==> config.mk <==
export PLATFORM = sky130hd
export DESIGN_NAME = cme_event_logic
export DESIGN_NICKNAME = d
export VERILOG_FILES = /design/src/design/cme_pkg.sv /design/src/design/cme_event_logic.sv /design/src/design/cme_fifo.sv
export SDC_FILE = /design/constraint.sdc
export NUM_CORES = 1
export LEC_CHECK = 0
export ABC_AREA = 1
export ABC_CLOCK_PERIOD_IN_PS = 5500
export BUFFER_PORTS_ARGS = -buffer_cell sky130_fd_sc_hd__buf_4
export CAP_MARGIN = 20
export CORE_MARGIN = 2
export CORE_UTILIZATION = 35
export CTS_BUF_LIST = sky130_fd_sc_hd__clkbuf_4 sky130_fd_sc_hd__clkbuf_8
export CTS_CLUSTER_DIAMETER = 100
export DETAILED_ROUTE_END_ITERATION = 8
export PLACE_DENSITY_LB_ADDON = 0.15
export SLEW_MARGIN = 10
export SYNTH_ARGS = -nofsm -noshare
export SYNTH_HDL_FRONTEND = slang
export SYNTH_SLANG_ARGS = --single-unit
==> constraint.sdc <==
create_clock -name mclk_in -period 5.5 [get_ports mclk_in]
set_clock_uncertainty 0.15 [all_clocks]
set_input_delay 0.275 -clock mclk_in [delete_from_list [all_inputs] [get_ports mclk_in]]
set_output_delay 0.275 -clock mclk_in [all_outputs]
set_load 0.1 [all_outputs]
==> src/design/cme_pkg.sv <==
// package: constants and carriers for the code/monitor/pool event logic
package cme_pkg;
	localparam int CODE_W = 4;
	localparam int BYTE_W = 8;
	localparam int POOL_BYTES = 32;
	localparam int POOL_COUNT = 2;
	localparam int CNT_W = 5;
	localparam int FIFO_DEPTH = 4;
	localparam logic [7:0] CMD_RX_COMPLETE = 8'h80;
	localparam logic [7:0] CMD_TX_RESET = 8'h01;
	localparam logic [7:0] CMD_TX_I_FRAME = 8'h04;
	localparam logic [7:0] CMD_TX_I_CLOSE = 8'h06;
	localparam logic [7:0] CMD_TX_TRANSP = 8'h08;
	localparam logic [7:0] CMD_TX_TRANSP_CLOSE = 8'h0a;
	localparam logic [CODE_W-1:0] CODE_RST = 4'hf;
	localparam logic [7:0] MAIN_RST = 8'h00;
	localparam logic [7:0] EXT_RST = 8'h00;
	// main status bit positions
	localparam int MS_RPF = 7;
	localparam int MS_RME = 6;
	localparam int MS_XPR = 4;
	localparam int MS_CIC = 2;
	localparam int MS_MOS = 1;
	localparam int MS_EXI = 0;
	// extended status bit positions
	localparam int XS_XMR = 7;
	localparam int XS_XDU = 6;
	localparam int XS_PCE = 5;
	localparam int XS_RFO = 4;
	typedef enum logic [1:0] {
		CME_IF_FIRST_GEN,
		CME_IF_SECOND_TERMINAL,
		CME_IF_SECOND_NONTERM
	} cme_if_mode_type;
	typedef struct packed {
		logic rx_block_ready;
		logic rx_frame_end;
		logic rx_frame_lost;
		logic protocol_error;
		logic tx_space;
		logic tx_acked;
		logic tx_error;
		logic tx_nak;
		logic tx_pool_empty;
	} cme_hdlc_ev_type;
	typedef struct packed {
		logic end_of_rx;
		logic data_acked;
		logic data_abort;
	} cme_mon_ev_type;
endpackage

==> src/design/cme_event_logic.sv <==
// event and status logic: code change, monitor events, pool events
module cme_event_logic
	import cme_pkg::*;
(
	input wire logic mclk_in,
	input wire logic nrst_in,
	input wire cme_pkg::cme_if_mode_type if_mode_in,
	input wire logic auto_mode_in,
	input wire logic ch1_change_enable_in,
	input wire logic [cme_pkg::CODE_W-1:0] ch0_rx_code_in,
	input wire logic [cme_pkg::CODE_W-1:0] ch1_rx_code_in,
	input wire logic ch0_code_rd_in,
	input wire logic ch1_code_rd_in,
	output logic [cme_pkg::CODE_W-1:0] ch0_code_reg_out,
	output logic [cme_pkg::CODE_W-1:0] ch1_code_reg_out,
	output logic ch0_code_changed_out,
	output logic ch1_code_changed_out,
	input wire logic monitor_rx_irq_enable_in,
	input wire logic monitor_ready_bit_control_in,
	input wire logic monitor_irq_enable_in,
	input wire logic monitor_transmit_valid_bit_in,
	input wire logic monitor_byte_strobe_in,
	input wire logic [cme_pkg::BYTE_W-1:0] monitor_rx_byte_in,
	input wire cme_pkg::cme_mon_ev_type monitor_ev_in,
	input wire logic monitor_status_rd_in,
	output logic monitor_receive_ack_bit_out,
	output logic monitor_byte_received_out,
	output logic [2:0] monitor_status_reg_out,
	output logic monitor_rx_valid_out,
	input wire logic monitor_rx_ready_in,
	output logic [cme_pkg::BYTE_W-1:0] monitor_rx_data_out,
	input wire cme_pkg::cme_hdlc_ev_type hdlc_ev_in,
	input wire logic [cme_pkg::CNT_W-1:0] rx_frame_bytes_in,
	input wire logic [7:0] command_register_in,
	input wire logic command_wr_in,
	input wire logic [7:0] mask_in,
	input wire logic main_rd_in,
	input wire logic ext_rd_in,
	output logic [7:0] main_irq_status_out,
	output logic [7:0] extended_irq_status_out,
	output logic [cme_pkg::CNT_W-1:0] rx_byte_count_low_out,
	output logic rx_pool_busy_out,
	output logic irq_n_out
);
	import cme_pkg::*;

	logic [CODE_W-1:0] ch0_last;
	logic [CODE_W-1:0] ch1_last;
	logic [CODE_W-1:0] ch0_pend;
	logic [CODE_W-1:0] ch1_pend;
	logic ch0_pend_v;
	logic ch1_pend_v;
	logic ch0_changed;
	logic ch1_changed;
	logic ch1_hidden;
	logic ch1_active;
	logic new0;
	logic new1;
	logic [7:0] main_pend;
	logic [7:0] ext_stat;
	logic [7:0] next_main_set;
	logic [7:0] next_ext_set;
	logic rx_ack_due;
	logic tx_close_seen;
	logic rx_q_valid;
	logic rx_q_is_end;
	logic [CNT_W-1:0] rx_q_count;
	logic rx_new;
	logic rx_free;
	logic rx_show_new;
	logic rx_release;
	logic mon_in_packet;
	logic mon_byte_flag;
	logic mon_prev_mx;
	logic mon_byte_ev;
	logic fifo_in_ready;
	logic rx_complete;

	// channel 1 only counts in terminal mode of the second variant
	assign ch1_active = (if_mode_in == CME_IF_SECOND_TERMINAL);
	assign new0 = (ch0_rx_code_in != ch0_last);
	assign new1 = ch1_active && (ch1_rx_code_in != ch1_last);
	// several command bits may come in one write
	assign rx_complete = command_wr_in &&
		((command_register_in & CMD_RX_COMPLETE) != 8'h00);

	// ch0 code path: register holds until read, one pending entry behind it
	always_ff @(posedge mclk_in or negedge nrst_in) begin
		if (!nrst_in) begin
			ch0_code_reg_out <= CODE_RST;
			ch0_last <= CODE_RST;
			ch0_pend <= CODE_RST;
			ch0_pend_v <= 1'b0;
			ch0_changed <= 1'b0;
		end else begin
			if (new0) begin
				ch0_last <= ch0_rx_code_in;
			end
			if (ch0_code_rd_in && ch0_pend_v) begin
				ch0_code_reg_out <= new0 ? ch0_rx_code_in : ch0_pend;
				ch0_pend_v <= 1'b0;
				ch0_changed <= 1'b1;
			end else if (new0 && (!ch0_changed || ch0_code_rd_in)) begin
				// a read in the same cycle frees the register at once
				ch0_code_reg_out <= ch0_rx_code_in;
				ch0_changed <= 1'b1;
			end else if (new0) begin
				ch0_pend <= ch0_rx_code_in;
				ch0_pend_v <= 1'b1;
			end else if (ch0_code_rd_in) begin
				ch0_changed <= 1'b0;
			end
		end
	end

	// ch1 code path, same buffering, visibility gated by its enable
	always_ff @(posedge mclk_in or negedge nrst_in) begin
		if (!nrst_in) begin
			ch1_code_reg_out <= CODE_RST;
			ch1_last <= CODE_RST;
			ch1_pend <= CODE_RST;
			ch1_pend_v <= 1'b0;
			ch1_changed <= 1'b0;
		end else begin
			if (new1) begin
				ch1_last <= ch1_rx_code_in;
			end
			if (ch0_code_rd_in && ch1_pend_v) begin
				ch1_code_reg_out <= new1 ? ch1_rx_code_in : ch1_pend;
				ch1_pend_v <= 1'b0;
				ch1_changed <= 1'b1;
			end else if (new1 && (!ch1_changed || ch0_code_rd_in)) begin
				ch1_code_reg_out <= ch1_rx_code_in;
				ch1_changed <= 1'b1;
			end else if (new1) begin
				ch1_pend <= ch1_rx_code_in;
				ch1_pend_v <= 1'b1;
			end else if (ch0_code_rd_in) begin
				ch1_changed <= 1'b0;
			end
		end
	end

	// a change seen while disabled is kept and shown once enabled
	assign ch1_hidden = !ch1_change_enable_in;
	assign ch0_code_changed_out = ch0_changed;
	assign ch1_code_changed_out = ch1_changed && !ch1_hidden;

	// monitor byte detection on the 1-to-0 edge of the valid bit
	assign mon_byte_ev = monitor_byte_strobe_in && mon_prev_mx &&
		!monitor_transmit_valid_bit_in;
	always_ff @(posedge mclk_in or negedge nrst_in) begin
		if (!nrst_in) begin
			mon_prev_mx <= 1'b1;
			mon_in_packet <= 1'b0;
			mon_byte_flag <= 1'b0;
			monitor_receive_ack_bit_out <= 1'b1;
		end else begin
			if (monitor_byte_strobe_in) begin
				mon_prev_mx <= monitor_transmit_valid_bit_in;
			end
			if (monitor_ev_in.end_of_rx || monitor_ev_in.data_abort) begin
				mon_in_packet <= 1'b0;
			end else if (mon_byte_ev) begin
				mon_in_packet <= 1'b1;
			end
			if (mon_byte_ev && monitor_rx_irq_enable_in &&
				(monitor_ready_bit_control_in || !mon_in_packet)) begin
				mon_byte_flag <= 1'b1;
			end else if (monitor_status_rd_in) begin
				mon_byte_flag <= 1'b0;
			end
			// ack bit follows the handshake only under ready-bit control
			if (monitor_ready_bit_control_in && monitor_rx_irq_enable_in) begin
				monitor_receive_ack_bit_out <= !(mon_byte_ev &&
					fifo_in_ready);
			end else begin
				monitor_receive_ack_bit_out <= 1'b1;
			end
		end
	end
	assign monitor_byte_received_out = mon_byte_flag;

	// bytes buffered only when every byte is to be kept; a full fifo
	// drops the ack so the far end repeats the byte
	cme_fifo #(
		.WIDTH(BYTE_W),
		.DEPTH(FIFO_DEPTH)
	) u_mon_fifo (
		.mclk_in(mclk_in),
		.nrst_in(nrst_in),
		.in_valid_in(mon_byte_ev && monitor_rx_irq_enable_in &&
			monitor_ready_bit_control_in),
		.in_ready_out(fifo_in_ready),
		.in_data_in(monitor_rx_byte_in),
		.out_valid_out(monitor_rx_valid_out),
		.out_ready_in(monitor_rx_ready_in),
		.out_data_out(monitor_rx_data_out)
	);

	// receive pool accounting: one event shown, the next waits for ack
	assign rx_new = hdlc_ev_in.rx_block_ready || hdlc_ev_in.rx_frame_end;
	assign rx_release = rx_complete && rx_ack_due && rx_q_valid;
	assign rx_free = !rx_ack_due || (rx_complete && !rx_q_valid);
	assign rx_show_new = rx_new && rx_free;
	always_ff @(posedge mclk_in or negedge nrst_in) begin
		if (!nrst_in) begin
			rx_q_valid <= 1'b0;
			rx_q_is_end <= 1'b0;
			rx_q_count <= '0;
			rx_ack_due <= 1'b0;
			rx_byte_count_low_out <= '0;
		end else begin
			// second pool: one more event may wait behind the shown one
			if (rx_new && !rx_show_new) begin
				rx_q_valid <= 1'b1;
				rx_q_is_end <= hdlc_ev_in.rx_frame_end;
				rx_q_count <= rx_frame_bytes_in;
			end else if (rx_release) begin
				rx_q_valid <= 1'b0;
			end
			if (rx_show_new && hdlc_ev_in.rx_frame_end) begin
				rx_byte_count_low_out <= rx_frame_bytes_in;
			end else if (rx_release && rx_q_is_end) begin
				rx_byte_count_low_out <= rx_q_count;
			end
			if (rx_show_new || rx_release) begin
				rx_ack_due <= 1'b1;
			end else if (rx_complete) begin
				rx_ack_due <= 1'b0;
			end
		end
	end
	assign rx_pool_busy_out = rx_ack_due;

	// transmit close tracking for the underrun check
	always_ff @(posedge mclk_in or negedge nrst_in) begin
		if (!nrst_in) begin
			tx_close_seen <= 1'b0;
		end else if (command_wr_in &&
			(command_register_in == CMD_TX_I_CLOSE ||
			command_register_in == CMD_TX_TRANSP_CLOSE)) begin
			tx_close_seen <= 1'b1;
		end else if (command_wr_in &&
			(command_register_in == CMD_TX_I_FRAME ||
			command_register_in == CMD_TX_TRANSP ||
			command_register_in == CMD_TX_RESET)) begin
			tx_close_seen <= 1'b0;
		end
	end

	// event set vectors
	always_comb begin
		next_main_set = '0;
		next_ext_set = '0;
		next_main_set[MS_RPF] = (rx_show_new &&
			hdlc_ev_in.rx_block_ready) ||
			(rx_release && !rx_q_is_end);
		next_main_set[MS_RME] = (rx_show_new &&
			hdlc_ev_in.rx_frame_end) ||
			(rx_release && rx_q_is_end);
		next_main_set[MS_XPR] = hdlc_ev_in.tx_space ||
			(auto_mode_in && hdlc_ev_in.tx_acked);
		next_main_set[MS_MOS] = (if_mode_in == CME_IF_FIRST_GEN) ?
			mon_byte_ev :
			(monitor_irq_enable_in && (monitor_ev_in.end_of_rx ||
			monitor_ev_in.data_acked || monitor_ev_in.data_abort)) ||
			(mon_byte_ev && monitor_rx_irq_enable_in &&
			(monitor_ready_bit_control_in || !mon_in_packet));
		next_ext_set[XS_RFO] = hdlc_ev_in.rx_frame_lost;
		next_ext_set[XS_PCE] = auto_mode_in &&
			hdlc_ev_in.protocol_error;
		next_ext_set[XS_XMR] = hdlc_ev_in.tx_error ||
			(auto_mode_in && hdlc_ev_in.tx_nak);
		next_ext_set[XS_XDU] = hdlc_ev_in.tx_pool_empty &&
			!tx_close_seen;
	end

	// monitor status: set wins over read clear
	always_ff @(posedge mclk_in or negedge nrst_in) begin
		if (!nrst_in) begin
			monitor_status_reg_out <= '0;
		end else if (if_mode_in != CME_IF_FIRST_GEN) begin
			monitor_status_reg_out <= ((monitor_status_rd_in) ? 3'b000 :
				monitor_status_reg_out) | ({3{monitor_irq_enable_in}} &
				{monitor_ev_in.end_of_rx, monitor_ev_in.data_acked,
				monitor_ev_in.data_abort});
		end else begin
			monitor_status_reg_out <= '0;
		end
	end

	// extended status: read clears, new events win
	always_ff @(posedge mclk_in or negedge nrst_in) begin
		if (!nrst_in) begin
			ext_stat <= EXT_RST;
		end else begin
			ext_stat <= (ext_rd_in ? 8'h00 : ext_stat) | next_ext_set;
		end
	end
	assign extended_irq_status_out = ext_stat;

	// main pending bits; masked ones survive the read
	always_ff @(posedge mclk_in or negedge nrst_in) begin
		if (!nrst_in) begin
			main_pend <= MAIN_RST;
		end else begin
			for (int i = 0; i < 8; i++) begin
				if (next_main_set[i]) begin
					main_pend[i] <= 1'b1;
				end else if (main_rd_in && !mask_in[i] &&
					i != MS_EXI && i != MS_CIC) begin
					main_pend[i] <= 1'b0;
				end
			end
			main_pend[MS_EXI] <= 1'b0;
			main_pend[MS_CIC] <= 1'b0;
		end
	end

	always_comb begin
		main_irq_status_out = main_pend & ~mask_in;
		main_irq_status_out[MS_CIC] = ch0_code_changed_out ||
			ch1_code_changed_out;
		main_irq_status_out[MS_EXI] = (ext_stat != 8'h00);
	end
	// summaries set under mask but raise no request
	assign irq_n_out = !((main_irq_status_out & ~mask_in) != 8'h00);
endmodule // cme_event_logic

==> src/design/cme_fifo.sv <==
// small valid/ready fifo used for received monitor bytes
module cme_fifo #(
	parameter int WIDTH = 8,
	parameter int DEPTH = 4
) (
	input wire logic mclk_in,
	input wire logic nrst_in,
	input wire logic in_valid_in,
	output logic in_ready_out,
	input wire logic [WIDTH-1:0] in_data_in,
	output logic out_valid_out,
	input wire logic out_ready_in,
	output logic [WIDTH-1:0] out_data_out
);
	localparam int AW = $clog2(DEPTH);
	logic [WIDTH-1:0] mem [DEPTH];
	logic [AW-1:0] wr_ptr;
	logic [AW-1:0] rd_ptr;
	logic [AW:0] count;
	logic push;
	logic pop;
	assign in_ready_out = (count != (AW+1)'(DEPTH));
	assign out_valid_out = (count != '0);
	assign push = in_valid_in && in_ready_out;
	assign pop = out_valid_out && out_ready_in;
	assign out_data_out = mem[rd_ptr];
	always_ff @(posedge mclk_in) begin
		if (push) begin
			mem[wr_ptr] <= in_data_in;
		end
	end
	always_ff @(posedge mclk_in or negedge nrst_in) begin
		if (!nrst_in) begin
			wr_ptr <= '0;
			rd_ptr <= '0;
			count <= '0;
		end else begin
			if (push) begin
				wr_ptr <= (wr_ptr == AW'(DEPTH-1)) ? '0 : wr_ptr + 1'b1;
			end
			if (pop) begin
				rd_ptr <= (rd_ptr == AW'(DEPTH-1)) ? '0 : rd_ptr + 1'b1;
			end
			count <= count + (AW+1)'(push) - (AW+1)'(pop);
		end
	end
endmodule // cme_fifo

### After elaboration in Yosys (flattened, before gate mapping)

Memories as Yosys holds them, arrays and structs flattened.
Cells that the tools add are included.

* mux-type cells: 48
* equal/unequal tests: 15
* reductions and logical operators: 96
* add/subtract/negate cells: 4
* bitwise operators: 10

Operators by type and width (count)
* $logic_and A1 B1 Y1: 36
* $mux W1: 35
* $reduce_bool A2 Y1: 15
* $mux W4: 6
* $logic_or A1 B1 Y1: 18
* $and A8 B8 Y8: 2
* $eq A8 B3 Y1 const B: 2
* $eq A8 B4 Y1 const B: 2
* $reduce_bool A8 Y1: 2
* $logic_not A1 Y1: 15
* $reduce_and A2 Y1: 6
* $mux W5: 2
* $reduce_bool A3 Y1: 3
* $eq A8 B1 Y1 const B: 1
* $mux W8: 1
* $ne A4 B4 Y1: 2
* $not A8 Y8: 1
* $or A8 B8 Y8: 1
* $mux W3: 2
* $ne A3 B1 Y1 const B: 2
* $add A2 B1 Y2 const B: 2
* $eq A2 B2 Y1 const B: 2
* $mux W2: 2
* $ne A2 B2 Y1 const B: 2
* 8 further kinds: 11

* output and inout port bits: 47
* flip-flop bits (word level): 68
* memories kept: 1
* RAM bits: 32

Memories
* u_mon_fifo.mem: words 4, width 8, read ports 1, clocked after memory_dff 0, wr ports 1, line cme_fifo.sv:16 `logic [WIDTH-1:0] mem [DEPTH];`

### Logic depth before layout (Yosys ltp)

Gate-level depths: netlist of run 1.

* word-level depth: 7
* gate-level depth with buffers: 11

### Cells and area by module

A second synthesis of run 1 with hierarchy kept.

* cell total of the unflattened synthesis: 496
* area, all modules: 4541.9 um2

By module, submodules not included
* cme_event_logic: instances 1, cells an instance 345, area each 2783.9 um2
* cme_fifo: instances 1, cells an instance 151, area each 1757.9 um2

### Worst setup path before layout of run 1

OpenSTA, ideal clock, no wires.

* path kind: register -> output
* from: reg ext_stat[4], in the netlist extended_irq_status_out[4]
* to: out irq_n_out
* arrival: 2.837 ns
* setup slack: 2.238 ns
* stages on the path, launching flop included: 5
* cell sequence: dfrtp_1 -> inv_1 -> nand4_1 -> nand2_1 -> o211a_1

* longest elaborated chain between the ends: 4

Ends and longest elaborated chain
* start, declared: line cme_event_logic.sv:60 `logic [7:0] ext_stat;`
* start signal, assigned: line cme_event_logic.sv:298 `ext_stat <= (ext_rd_in ? 8'h00 : ext_stat) | next_ext_set;`
* $reduce_bool A8 Y1: line cme_event_logic.sv:325 `main_irq_status_out[MS_EXI] = (ext_stat != 8'h00);`
* via main_irq_status_out[0]: line cme_event_logic.sv:39 `output logic [7:0] main_irq_status_out,`
* $and A8 B8 Y8: line cme_event_logic.sv:328 `assign irq_n_out = !((main_irq_status_out & ~mask_in) != 8'h00);`
* $reduce_bool A8 Y1: line cme_event_logic.sv:328
* $logic_not A1 Y1: line cme_event_logic.sv:328
* end, declared: line cme_event_logic.sv:43 `output logic irq_n_out`

The timed path passes the listed nets, and every way through them passes these cells.

### Final worst setup path of run 1

* from: in monitor_byte_strobe_in
* to: reg u_mon_fifo.count[2]

* longest elaborated chain between the ends: 7

Ends and longest elaborated chain
* start, declared: line cme_event_logic.sv:22 `input wire logic monitor_byte_strobe_in,`
* $logic_and A1 B1 Y1 (2 in a row): line cme_event_logic.sv:150 `assign mon_byte_ev = monitor_byte_strobe_in && mon_prev_mx &&`
* $logic_and A1 B1 Y1 (2 in a row): line cme_event_logic.sv:192 `.in_valid_in(mon_byte_ev && monitor_rx_irq_enable_in &&`
* $logic_and A1 B1 Y1: line cme_fifo.sv:24 `assign push = in_valid_in && in_ready_out;`
* via u_mon_fifo.push: line cme_fifo.sv:20 `logic push;`
* $add A3 B1 Y3: line cme_fifo.sv:44 `count <= count + (AW+1)'(push) - (AW+1)'(pop);`
* $sub A3 B1 Y3: line cme_fifo.sv:44
* end signal, assigned: line cme_fifo.sv:44
* end, declared: line cme_fifo.sv:19 `logic [AW:0] count;`

The timed path passes the listed nets, and every way through them passes these cells.
A chain may end at the register's enable or synchronous reset.

==> results of run 1 <==
==> cells by family (layout without fill, tap and decap cells) <==
family | count (synthesis) | after routing
AO/OA/AOI/OAI | 68 | 68
XOR/XNOR | 6 | 6
adder cells (fa/ha/maj) | 8 | 8
flip-flops | 96 | 96
AND/OR/NAND/NOR | 208 | 208
buffers and inverters | 80 | 226
other | 1 | 6
==> cell usage after synthesis (2+ instances only) <==
library cell / instances / area [um2]
xor2_1: 4 / 35.0
nand3_1: 39 / 195
edfxtp_1: 32 / 961
nand4_1: 6 / 37.5
nand2_4: 4 / 45.0
nor2_4: 3 / 33.8
nor3_1: 2 / 10.0
nor2_2: 3 / 18.8
or2_0: 2 / 12.5
o22ai_1: 8 / 50.1
ha_1: 7 / 87.6
buf_4: 7 / 52.6
a21oi_1: 7 / 35.0
inv_1: 57 / 214
o21ai_0: 25 / 125
o211ai_1: 5 / 37.5
buf_2: 3 / 15.0
dfstp_2: 26 / 683
nand2_1: 98 / 368
o21ai_2: 5 / 43.8
o21ai_1: 14 / 70.1
nand3b_1: 5 / 37.5
inv_2: 7 / 26.3
nor2_1: 37 / 139
clkbuf_1: 6 / 22.5
dfrtp_1: 38 / 951
nand2_2: 5 / 31.3
==> metrics by stage <==
step	total power, mW	setup slack (ps)	instances	util	cell area [um2]
final	2.55	2990	790	0.477	6000
after global routing	2.69	2750	790	0.477	6000
after CTS	2.58	3000	790	0.477	6000
after detailed placement	2.10	3150	732	0.429	5390
after global placement	2.08	3180	732	0.429	5390
after floorplan	1.84	2240	472	-	4490
==> repair_timing <==
item / in CTS / in global routing
hold buffers: 42 / 0
endpoints found under the setup margin: 0 / 0
hold endpoints to repair: 93 / 0
==> tightest hold or removal path, stage by stage <==
cell and delay, ps:
buf_4 130, nand2_1 50, a21oi_1 50
==> layout make-up <==
type	count	area share
flip-flops and latches	96	0.433
multi-input cells	296	0.261
repair buffers	146	0.200
inverters	64	0.0401
well taps	172	0.0359
clock buffers	9	0.0207
clock inverters	7	0.0100
==> registers in the layout (all words and copies together) (netlist names), 3 cells and up <==
name and count:
u_mon_fifo.mem 32, rx_byte_count_low_out 5, rx_q_count 5, ch0_code_reg_out 4
ch0_last 4, ch0_pend 4, ch1_code_reg_out 4, ch1_last 4
ch1_pend 4, extended_irq_status_out 4, main_pend 4, monitor_status_reg_out 3
u_mon_fifo.count 3
==> layer usage <==
metal	wire length (um)	vias to the layer above	share of wire	global-route usage
met2	5070	72	0.50	0.265
met3	417	10	0.041	0.0345
met4	157	0	0.016	0.0659
met1	4480	1683	0.44	0.198
li1	-	1806	-	-
met5	0	-	0	0
==> where the power goes <==
part           internal (mW)  switching [mW]
sequential             0.862          0.0831
clock                  0.174           0.274
combinational          0.284           0.871
==> final timing paths <==
| path | from | endpoint | slack [ps] | cells after the start |
|---|---|---|---|---|
| hold / removal | monitor_irq_enable_in | monitor_status_reg_out[2] | 20 | 3 |
| max in group asynchronous | nrst_in | u_mon_fifo.wr_ptr[0] | 4270 | 2 |
| hold reg to reg | ch0_pend[0] | ch0_pend[0] | 320 | 2 |
| setup / recovery | monitor_byte_strobe_in | u_mon_fifo.count[2] | 2990 | 13 |
| setup reg to reg | u_mon_fifo.count[1] | u_mon_fifo.count[2] | 3120 | 10 |
| min in group asynchronous | nrst_in | monitor_status_reg_out[0] | 390 | 2 |
==> results.md, run 1 <==
- Initial DRC Count: approximately 200
- Multiplexer area fraction after synthesis: 0
- Multi-input gate area: 0.00156 mm2
- Post-route clock period utilization: 0.456
- Synth Flop Type: dfrtp_1
- Register area share after synthesis: 0.581
- Number of enable flip-flop cells after synthesis: 32
- Crit-path cells: dlygate4sd3_1 > buf_4 > inv_1 > nor2_1 > nand2_1 > nor2_1 > nand2_1 > inv_2 > ha_1 > inv_1 > fa_1 > xnor2_1 > xor2_1
- Largest net degree at the start of global routing: 65
- Hold Vio Cnt, Final: 0
- Adder-cell share of the synthesized area: 0.0241
- Crit path kind: in -> reg
- Ys Warns: 0
- CP arrival: roughly 2700 ps
- Power per cell area: approximately 420 mW/mm2
- CP max stage cell: dlygate4sd3_1
- # clock sinks: 96
- CP top delay family: buffers and inverters
- ANT cells: 0
- 1st-pass router iterations: 4
- Via count: 3571
- # resized after CTS: 0
- Post-CTS setup repair buffer count: 0
- Relative slew slack: 0.416
- First-pass GRT wire length: approximately 16000 um
- Vias in the first global route: roughly 3500
- Core Region: between 0.01 and 0.015 mm2
- Synth Register Bits: 96
- Fin crit period: approximately 2500 ps
- Setup TNS: 0 ps
- Synthesis-to-finish area growth: 34.2%
- Vias per cell: around 4.5
- Crit path launch type: primary input
- Gpl congestion: between 0.7 and 0.8
- Register Area: 0.00259 mm2
- Post-synthesis cell type count: 39
- XOR/XNOR share of the synthesized area: 0.0134
- Fmax achieved: approximately 0.4 GHz
- Synth Cell Area: roughly 0.0045 mm2
- TritonCTS clock tree: built
- Commonest non-fill, non-tap cell in the layout: buf_4
- Crit-path max cell delay: 530 ps
- Detailed-placement wirelength estimate: between 7000 and 8000 um
- WP buf/inv: 5
- Clk Latency, worst-skew pair: ~380 ps
- DIE HEIGHT: between 100 and 150 um
- Max Buffers Root-to-Sink: 2
- DRC: 0
- Simple-gate share of the synthesized area: 0.219
- Slew Limit Fails: 0
- Initial antenna violation count: 0
- Reg clk slew, reported paths: 100 ps
- Nets: about 700
- Min-Delay Path Class: in -> reg
- WL final: 10100 um
- Endpoint class of the critical path: flop
- Global route overflow: 0
- # fillers: roughly 1200
- Root Buffer: clkbuf_8
- CTS H-tree depth: 3
- Most frequent cells in the layout: buf_4 (104), nand2_1 (98), inv_1 (57), dlygate4sd3_1 (42), nand3_1 (39)
- Cts bufs inserted: 9
- Row count: 41
- Post-synth ARST share: 0.667
- Status: completed
- Actual slew at the worst max-slew pin: 872 ps
- Hold WS: about 21 ps
- Worst-path fanout max: 6
- Synth Area in Compound Gates: 0.0882
- RSZ-0062 raised after global routing: no
- DIE AREA: roughly 0.014 mm2
- # Max-Cap Violations: 0
- Initial Utilization: 0.356
- Number of port buffers: ~100
- Antenna Nets Post-Route: 0
- Syn Area/Cell: 9.57 um2
- CP Data Required Time: about 5700 ps
- GRT Resource Usage Total: 0.158
- Die width: 117 um
- Largest family of logic cells by synthesized area: simple AND/OR/NAND/NOR gates
- Ports: 114
- Layout cells sized above 1: 0.283
- Peak supply drop: approximately 180 uV
- P_leak: between 2 and 3 nW
- Drt wl/cell: ~13 um
- Endpoints failing setup: 0
- Gate Count Post-Synth: around 470
No activity file was read; power rests on OpenSTA's default activity.
==> run 2, diff against run 1 <==
Settings changed: ABC_AREA 1 to 0, ABC_CLOCK_PERIOD_IN_PS 5500 to 2120.
Clock period 5.5 ns to 2.12 ns, I/O delays scaled along.
==> results.md, run 2 <==
- First-pass GRT wire length: 15800 um (-3.7%)
- Nets: 567 (-18%)
- Switching Share: 0.413 (-0.0691)
- Largest regs: u_mon_fifo.mem x32, rx_byte_count_low_out x5, rx_q_count x5
- DP Cell Count: 559 (-24%)
- Slew Limit Fails: 0 (unchanged)
- CTS H-tree depth: 3 (unchanged)
- Failing checks: setup timing
- Gate Count Post-Synth: 308 (-34%)
- FF-to-FF End: u_mon_fifo.count[2]
- Met2 routed WL: 4870 um (-4.0%)
- Max Used Layer: met4
- TritonCTS clock tree: built
- Number of enable flip-flop cells after synthesis: 32 (unchanged)
- Hold Vio Cnt, Final: 0 (unchanged)
- Global route overflow: 0 (unchanged)
- 1st-pass router iterations: 4 (unchanged)
- Commonest non-fill, non-tap cell in the layout: buf_4
- Hold Path Stages: 5 (+2)
- Fmax achieved: between 0.4 and 0.5 GHz
- DRC: 0 (unchanged)
- Crit path launch type: flop
- Worst-path fanout max: 2 (-4)
- RSZ-0062 raised after global routing: yes
- ANT cells: 0 (unchanged)
- RR Startpoint: u_mon_fifo.count[0]
- DIE HEIGHT: 114 um (-2.3%)
- Post-synth ARST share: 0.667 (unchanged)
- Status: finished, violations left
- Setup TNS: -48.5 ps (-48.5 ps)
- Synth Flop Type: dfrtp_1
- Clk Latency, worst-skew pair: 370 ps (about the same)
- Sw power: 2.72 mW (+120%)
- Fin crit period: 2170 ps
- Min-Delay Path Class: in -> reg
- Power per cell area: 1060 mW/mm2 (+150%)
- CP arrival: 2280 ps (-380 ps)
- Largest net degree at the start of global routing: 45 (-31%)
- Vias in the first global route: 3191 (-8.1%)
- Largest cells by area after synthesis: edfxtp_1 (23%), dfrtp_1 (22%), dfstp_2 (16%)
- Crit path kind: reg -> reg
- Antenna Nets Post-Route: 0 (unchanged)
- Combinational power share: 0.433 (-0.020)
- Post-route clock period utilization: 1.02
- Die width: 114 um (-2.3%)
- Worst R2R Path Depth: 10 (unchanged)
- Max reg flops: 32 (unchanged)
- Instance area at placement: 0.00533 mm2 (-1.3%)
- Synth top area share: 0.226 (+0.0107)
- Vias per cell: 4.77 (+5.6%)
- Post-route cell area: 0.00625 mm2 (+4.2%)
- Max Buffers Root-to-Sink: 2 (unchanged)
- Peak supply drop: 576 uV (+220%)
- Post-synthesis cell type count: 57 (+46%)
- Core Region: 0.0120 mm2 (-4.8%)
- Largest Register: u_mon_fifo.mem
- Root Buffer: clkbuf_8
- Sequential power share: 0.366 (-0.005)
- Cell Count, Final, Fillers Out: 644 (-18%)
- Initial DRC Count: 115 (-42%)
- Met3 wire len: 523 um (+25%)
- Most frequent cells in the layout: buf_4 (118), dlygate4sd3_1 (63), dfrtp_1 (34), edfxtp_1 (32), dfstp_2 (26)
- P_leak: 2.61 nW (-7.0%)
- Min-delay src: monitor_rx_irq_enable_in
- Reg2reg setup slack: -50 ps (-3170 ps)
- Top post-synthesis cells by count: dfrtp_1 (38), edfxtp_1 (32), dfstp_2 (26)
- Final Util: 0.522 (+0.0452)
- Power Internal: 3.87 mW (+190%)
- # clock sinks: 96 (unchanged)
- Synth area leader: edfxtp_1
- Setup ws final: -48.5 ps (-3040 ps)
- Reg clk slew, reported paths: 90 ps (about the same)
- CP Data Required Time: 2230 ps (-3430 ps)
- Dpl ws: -116 ps (-3270 ps)
- GRT Resource Usage Total: 0.159 (+0.000918)
- Endpoints failing setup: 1 (+1)
- Row count: 40 (-2.4%)
- Clock share of power: 0.200 (+0.024)
- Actual slew at the worst max-slew pin: 627 ps (-245 ps)
- Syn Area/Cell: 13.8 um2 (+44%)
- Synth Cell Area: 0.00426 mm2 (-4.8%)
- Number of port buffers: 104 (unchanged)
- Ports: 114 (unchanged)
- Gpl congestion: 0.706 (-9.7%)
- Register area share after synthesis: 0.610 (+0.0290)
- Via count: 3073 (-14%)
- Detailed-placement wirelength estimate: 6710 um (-5.1%)
- Most frequent cell after synthesis: dfrtp_1
- Relative slew slack: 0.580 (+0.164)
- Layout cells sized above 1: 0.447 (+0.164)
- WL final: 9700 um (-4.3%)
- Drt wl/cell: 15.1 um (+17%)
- Hold path endpoint: monitor_receive_ack_bit_out
- Synthesis-to-finish area growth: 46.8%
- Ys Warns: 0 (unchanged)
- Synth Register Bits: 96 (unchanged)
- Initial Utilization: 0.356 (about the same)
- Register Area: 0.00260 mm2 (+0.19%)
- Cts bufs inserted: 9 (unchanged)
- # Max-Cap Violations: 0 (unchanged)
- Multi-input gate area: 0.00159 mm2 (+1.7%)
- Routed metal-1 wirelength: 4100 um (-8.4%)
- Endpoint class of the critical path: flop
- DIE AREA: 0.0131 mm2 (-4.6%)
- Initial antenna violation count: 0 (unchanged)
- # fillers: 1036 (-13%)
-- run 2: cell count changes in the layout (fill, tap and decap cells not counted), moves of 10 or more --
cell	previous run	this run
dlygate4sd3_1	42	63
mux2_2	0	16
nor2_1	37	8
buf_4	104	118
o21ai_0	25	15
o21ai_1	14	2
inv_1	57	15
nand3_1	39	2
nand2_1	98	14
-- run 2: area by class of cell --
cell class / count / share of cell area
clock buffers: 9 / 0.0198
clock inverters: 7 / 0.0154
inverters: 19 / 0.0124
multi-input cells: 181 / 0.254
flip-flops and latches: 96 / 0.416
well taps: 147 / 0.0294
repair buffers: 185 / 0.253
-- run 2: worst max-delay path by stage --
| stage | cells after the start | slack (ps) | end | from |
|---|---|---|---|---|
| after floorplan | 10 | -300 | u_mon_fifo.count[2] | u_mon_fifo.count[2] |
| after global placement | 10 | -70 | u_mon_fifo.count[2] | u_mon_fifo.count[0] |
| after detailed placement | 10 | -120 | u_mon_fifo.count[2] | u_mon_fifo.count[0] |
| after CTS | 10 | -100 | u_mon_fifo.count[2] | u_mon_fifo.count[1] |
| after global routing | 10 | -130 | u_mon_fifo.count[2] | u_mon_fifo.count[0] |
| final | 10 | -50 | u_mon_fifo.count[2] | u_mon_fifo.count[0] |
-- run 2: power by group through the flow --
stage                     registers (mW)  clock network (mW)  logic [mW]
after floorplan                     2.95                   0        1.58
after global placement              2.44                   0        2.66
after detailed placement            2.45                   0        2.71
after CTS                           2.42                1.38        2.85
after global routing                2.46                1.44        3.02
final                               2.42                1.32        2.86
-- run 2: cell families after synthesis --
family                   share of synthesized area
flip-flops                                   0.610
AND/OR/NAND/NOR                              0.102
AO/OA/AOI/OAI                               0.0882
buffers and inverters                       0.0412
multiplexers                                 0.111
XOR/XNOR                                    0.0226
adder cells (fa/ha/maj)                     0.0253
other                                     0.000881
-- run 2: repair_timing --
action                                  CTS  global route
setup buffers                             2             4
endpoints found under the setup margin    3            28
pin swaps                                 3             3
hold buffers                             64             0
hold endpoints to repair                135             0
resized for setup                         3             6
-- run 2: per-layer routing --
layer  vias up  global-route usage
li1       1462                   -
met1      1496               0.186
met2        99               0.270
met3        16              0.0476
met4         0              0.0675
met5         -                   0
-- run 2: worst max-delay path, cell delays in order (launching register included) --
cell	delay (ps)
dfrtp_1	380
or3_4	400
nand2_4	70
inv_2	40
ha_4	210
inv_4	50
ha_4	120
inv_2	30
fa_2	340
xnor2_2	140
xnor2_1	120
-- run 2: per-stage QoR --
stage	hold slack, ps	total power, mW
global route	24.4	6.92
floorplan	-340	4.53
detailed placement	8.41	5.16
global placement	8.33	5.09
finish	40.8	6.59
CTS	17.2	6.65
==> run 3, diff against run 2 <==
Settings changed: ABC_AREA 0 to 1.
==> results.md, run 3 (synthesized netlist as in run 1, its figures left out) <==
- Number of port buffers: 104 (unchanged)
- Most frequent cells in the layout: buf_4 (116), nand2_1 (97), dlygate4sd3_1 (69), inv_1 (47), nand3_1 (38)
- Post-route clock period utilization: 0.953 (-0.0696)
- FF-to-FF End: u_mon_fifo.count[2]
- Sequential power share: 0.348 (-0.018)
- CP Data Required Time: 2270 ps (+40 ps)
- Initial DRC Count: 172 (+50%)
- Hold Path Stages: 6 (+1)
- Crit path launch type: flop
- RR Startpoint: u_mon_fifo.count[2]
- Global route overflow: 0 (unchanged)
- Synthesis-to-finish area growth: 45.5%
- Cell Count, Final, Fillers Out: 829 (+29%)
- RSZ-0062 raised after global routing: no
- Root Buffer: clkbuf_8
- Row count: 41 (+2.5%)
- Relative slew slack: 0.457 (-0.124)
- Final Util: 0.517 (-0.00512)
- Detailed-placement wirelength estimate: 7330 um (+9.3%)
- TritonCTS clock tree: built
- Worst-path fanout max: 3 (+1)
- Via count: 3763 (+22%)
- Crit path kind: reg -> reg
- Vias in the first global route: 3824 (+20%)
- Min-delay src: command_wr_in
- Multi-input gate area: 0.00168 mm2 (+5.6%)
- Largest regs: u_mon_fifo.mem x32, rx_byte_count_low_out x5, rx_q_count x5
- Endpoints failing setup: 0 (-1)
- P_leak: 2.98 nW (+14%)
- Clock share of power: 0.172 (-0.028)
- ANT cells: 0 (unchanged)
- First-pass GRT wire length: 17500 um (+11%)
- Max Buffers Root-to-Sink: 2 (unchanged)
- Nets: 727 (+28%)
- CP arrival: 2170 ps (-110 ps)
- Layout cells sized above 1: 0.333 (-0.113)
- CTS H-tree depth: 3 (unchanged)
- Sw power: 3.26 mW (+20%)
- Largest net degree at the start of global routing: 65 (+44%)
- CP top delay family: adder cells
- Drt wl/cell: 12.8 um (-15%)
- Min-Delay Path Class: in -> reg
- Fin crit period: 2020 ps (-148 ps)
- Fmax achieved: 0.495 GHz (+7.3%)
- Crit-path cells: inv_2 > nand3_4 > and2_4 > ha_4 > inv_4 > ha_4 > inv_2 > fa_2 > xnor2_2 > xor2_1
- Ports: 114 (unchanged)
- DRC: 0 (unchanged)
- Reg2reg setup slack: 100 ps (+150 ps)
- Hold Vio Cnt, Final: 0 (unchanged)
- WL final: 10600 um (+9.2%)
- Commonest non-fill, non-tap cell in the layout: buf_4
- # fillers: 1151 (+11%)
- Status: completed
- Initial Utilization: 0.356 (about the same)
- WP buf/inv: 3 (unchanged)
- Endpoint class of the critical path: flop
- Cts bufs inserted: 9 (unchanged)
- Peak supply drop: 472 uV (-18%)
- Core Region: 0.0126 mm2 (+5.1%)
- DP Cell Count: 742 (+33%)
- Initial antenna violation count: 0 (unchanged)
- Slew Limit Fails: 0 (unchanged)
- Worst R2R Path Depth: 10 (unchanged)
- Gpl congestion: 0.876 (+24%)
- Power per cell area: 1070 mW/mm2 (+1.8%)
- Antenna Nets Post-Route: 0 (unchanged)
- # clock sinks: 96 (unchanged)
- 1st-pass router iterations: 4 (unchanged)
- Hold path endpoint: rx_q_valid
- Power Internal: 3.72 mW (-3.8%)
- Largest Register: u_mon_fifo.mem
- Max reg flops: 32 (unchanged)
- # Max-Cap Violations: 0 (unchanged)
- Die width: 117 um (+2.4%)
- GRT Resource Usage Total: 0.167 (+0.00803)
- Actual slew at the worst max-slew pin: 815 ps (+187 ps)
- CP max stage cell: dfrtp_1
- Combinational power share: 0.480 (+0.047)
- DIE HEIGHT: 117 um (+2.4%)
- Vias per cell: 4.54 (-4.9%)
- Register Area: 0.00261 mm2 (+0.39%)
- Switching Share: 0.467 (+0.0539)
- Reg clk slew, reported paths: 100 ps (about the same)
- DIE AREA: 0.0137 mm2 (+4.8%)
- Crit-path max cell delay: 400 ps (about the same)
- Clk Latency, worst-skew pair: 370 ps (about the same)
[run 3: cell count changes in the layout (fill, tap and decap cells not counted), moves of 10 or more]
cell and change:
inv_2 +14, inv_1 +32, o21ai_1 +12, nand2_1 +83, nor2_1 +27, o21ai_0 +10
nand3_1 +36, mux2_2 -16
[run 3: area by class of cell]
| type | count | area share |
|---|---|---|
| Sequential cell | 96 | 0.401 |
| Multi-Input combinational cell | 296 | 0.258 |
| Timing Repair Buffer | 185 | 0.240 |
| Inverter | 64 | 0.0373 |
| Tap cell | 172 | 0.0331 |
| Clock buffer | 9 | 0.0190 |
| Clock inverter | 7 | 0.0110 |
[run 3: per-stage QoR]
step / total power, mW / setup WS [ps] / setup TNS [ps] / hold slack [ps] / cell area, um2
floorplan: 4.93 / -491 / -882 / -340 / 4600
global placement: 5.62 / 43.1 / 0 / 102 / 5580
detailed placement: 5.66 / 0.155 / 0 / 102 / 5580
CTS: 7.02 / 53.8 / 0 / 8.98 / 6480
global route: 7.39 / 4.51 / 0 / 34.6 / 6500
finish: 6.98 / 99.0 / 0 / 29.0 / 6500
[run 3: power by group through the flow]
stage / sequential, mW / clock (mW) / combinational [mW]
after CTS: 2.43 / 1.26 / 3.33
final: 2.43 / 1.20 / 3.35
after global placement: 2.45 / 0 / 3.17
after floorplan: 2.99 / 0 / 1.94
after detailed placement: 2.46 / 0 / 3.20
after global routing: 2.46 / 1.33 / 3.59
[run 3: worst reg2reg max path, stage by stage, from the launching register on]
cell,delay (ps)
dfrtp_1,400
inv_2,90
nand3_4,70
and2_4,150
ha_4,220
inv_4,50
ha_4,110
inv_2,30
fa_2,340
xnor2_2,170
xor2_1,160
[run 3: worst max-delay path by stage]
stage / from / slack [ps] / to / depth (start not counted)
floorplan: extended_irq_status_out[7] / -490 / irq_n_out / 4
finish: u_mon_fifo.count[2] / 100 / u_mon_fifo.count[2] / 10
CTS: u_mon_fifo.count[2] / 50 / u_mon_fifo.count[2] / 10
global placement: u_mon_fifo.count[2] / 40 / u_mon_fifo.count[2] / 10
detailed placement: u_mon_fifo.count[2] / 0.2 / u_mon_fifo.count[2] / 10
global route: u_mon_fifo.count[2] / 5 / u_mon_fifo.count[2] / 10
[run 3: repair_timing]
action	4_1_cts	5_1_grt
setup endpoints to repair	2	2
hold buffers	69	0
pin swaps	2	4
gates cloned	0	0
setup buffers	1	1
hold endpoints to repair	128	0
gates resized for setup	2	5
[run 3: routing by layer]
layer | GRT usage | vias up | share of wire
li1 | - | 1890 | -
met1 | 0.203 | 1776 | 0.43
met2 | 0.286 | 84 | 0.50
met3 | 0.0530 | 13 | 0.053
met4 | 0.0471 | 0 | 0.015
met5 | 0 | - | 0
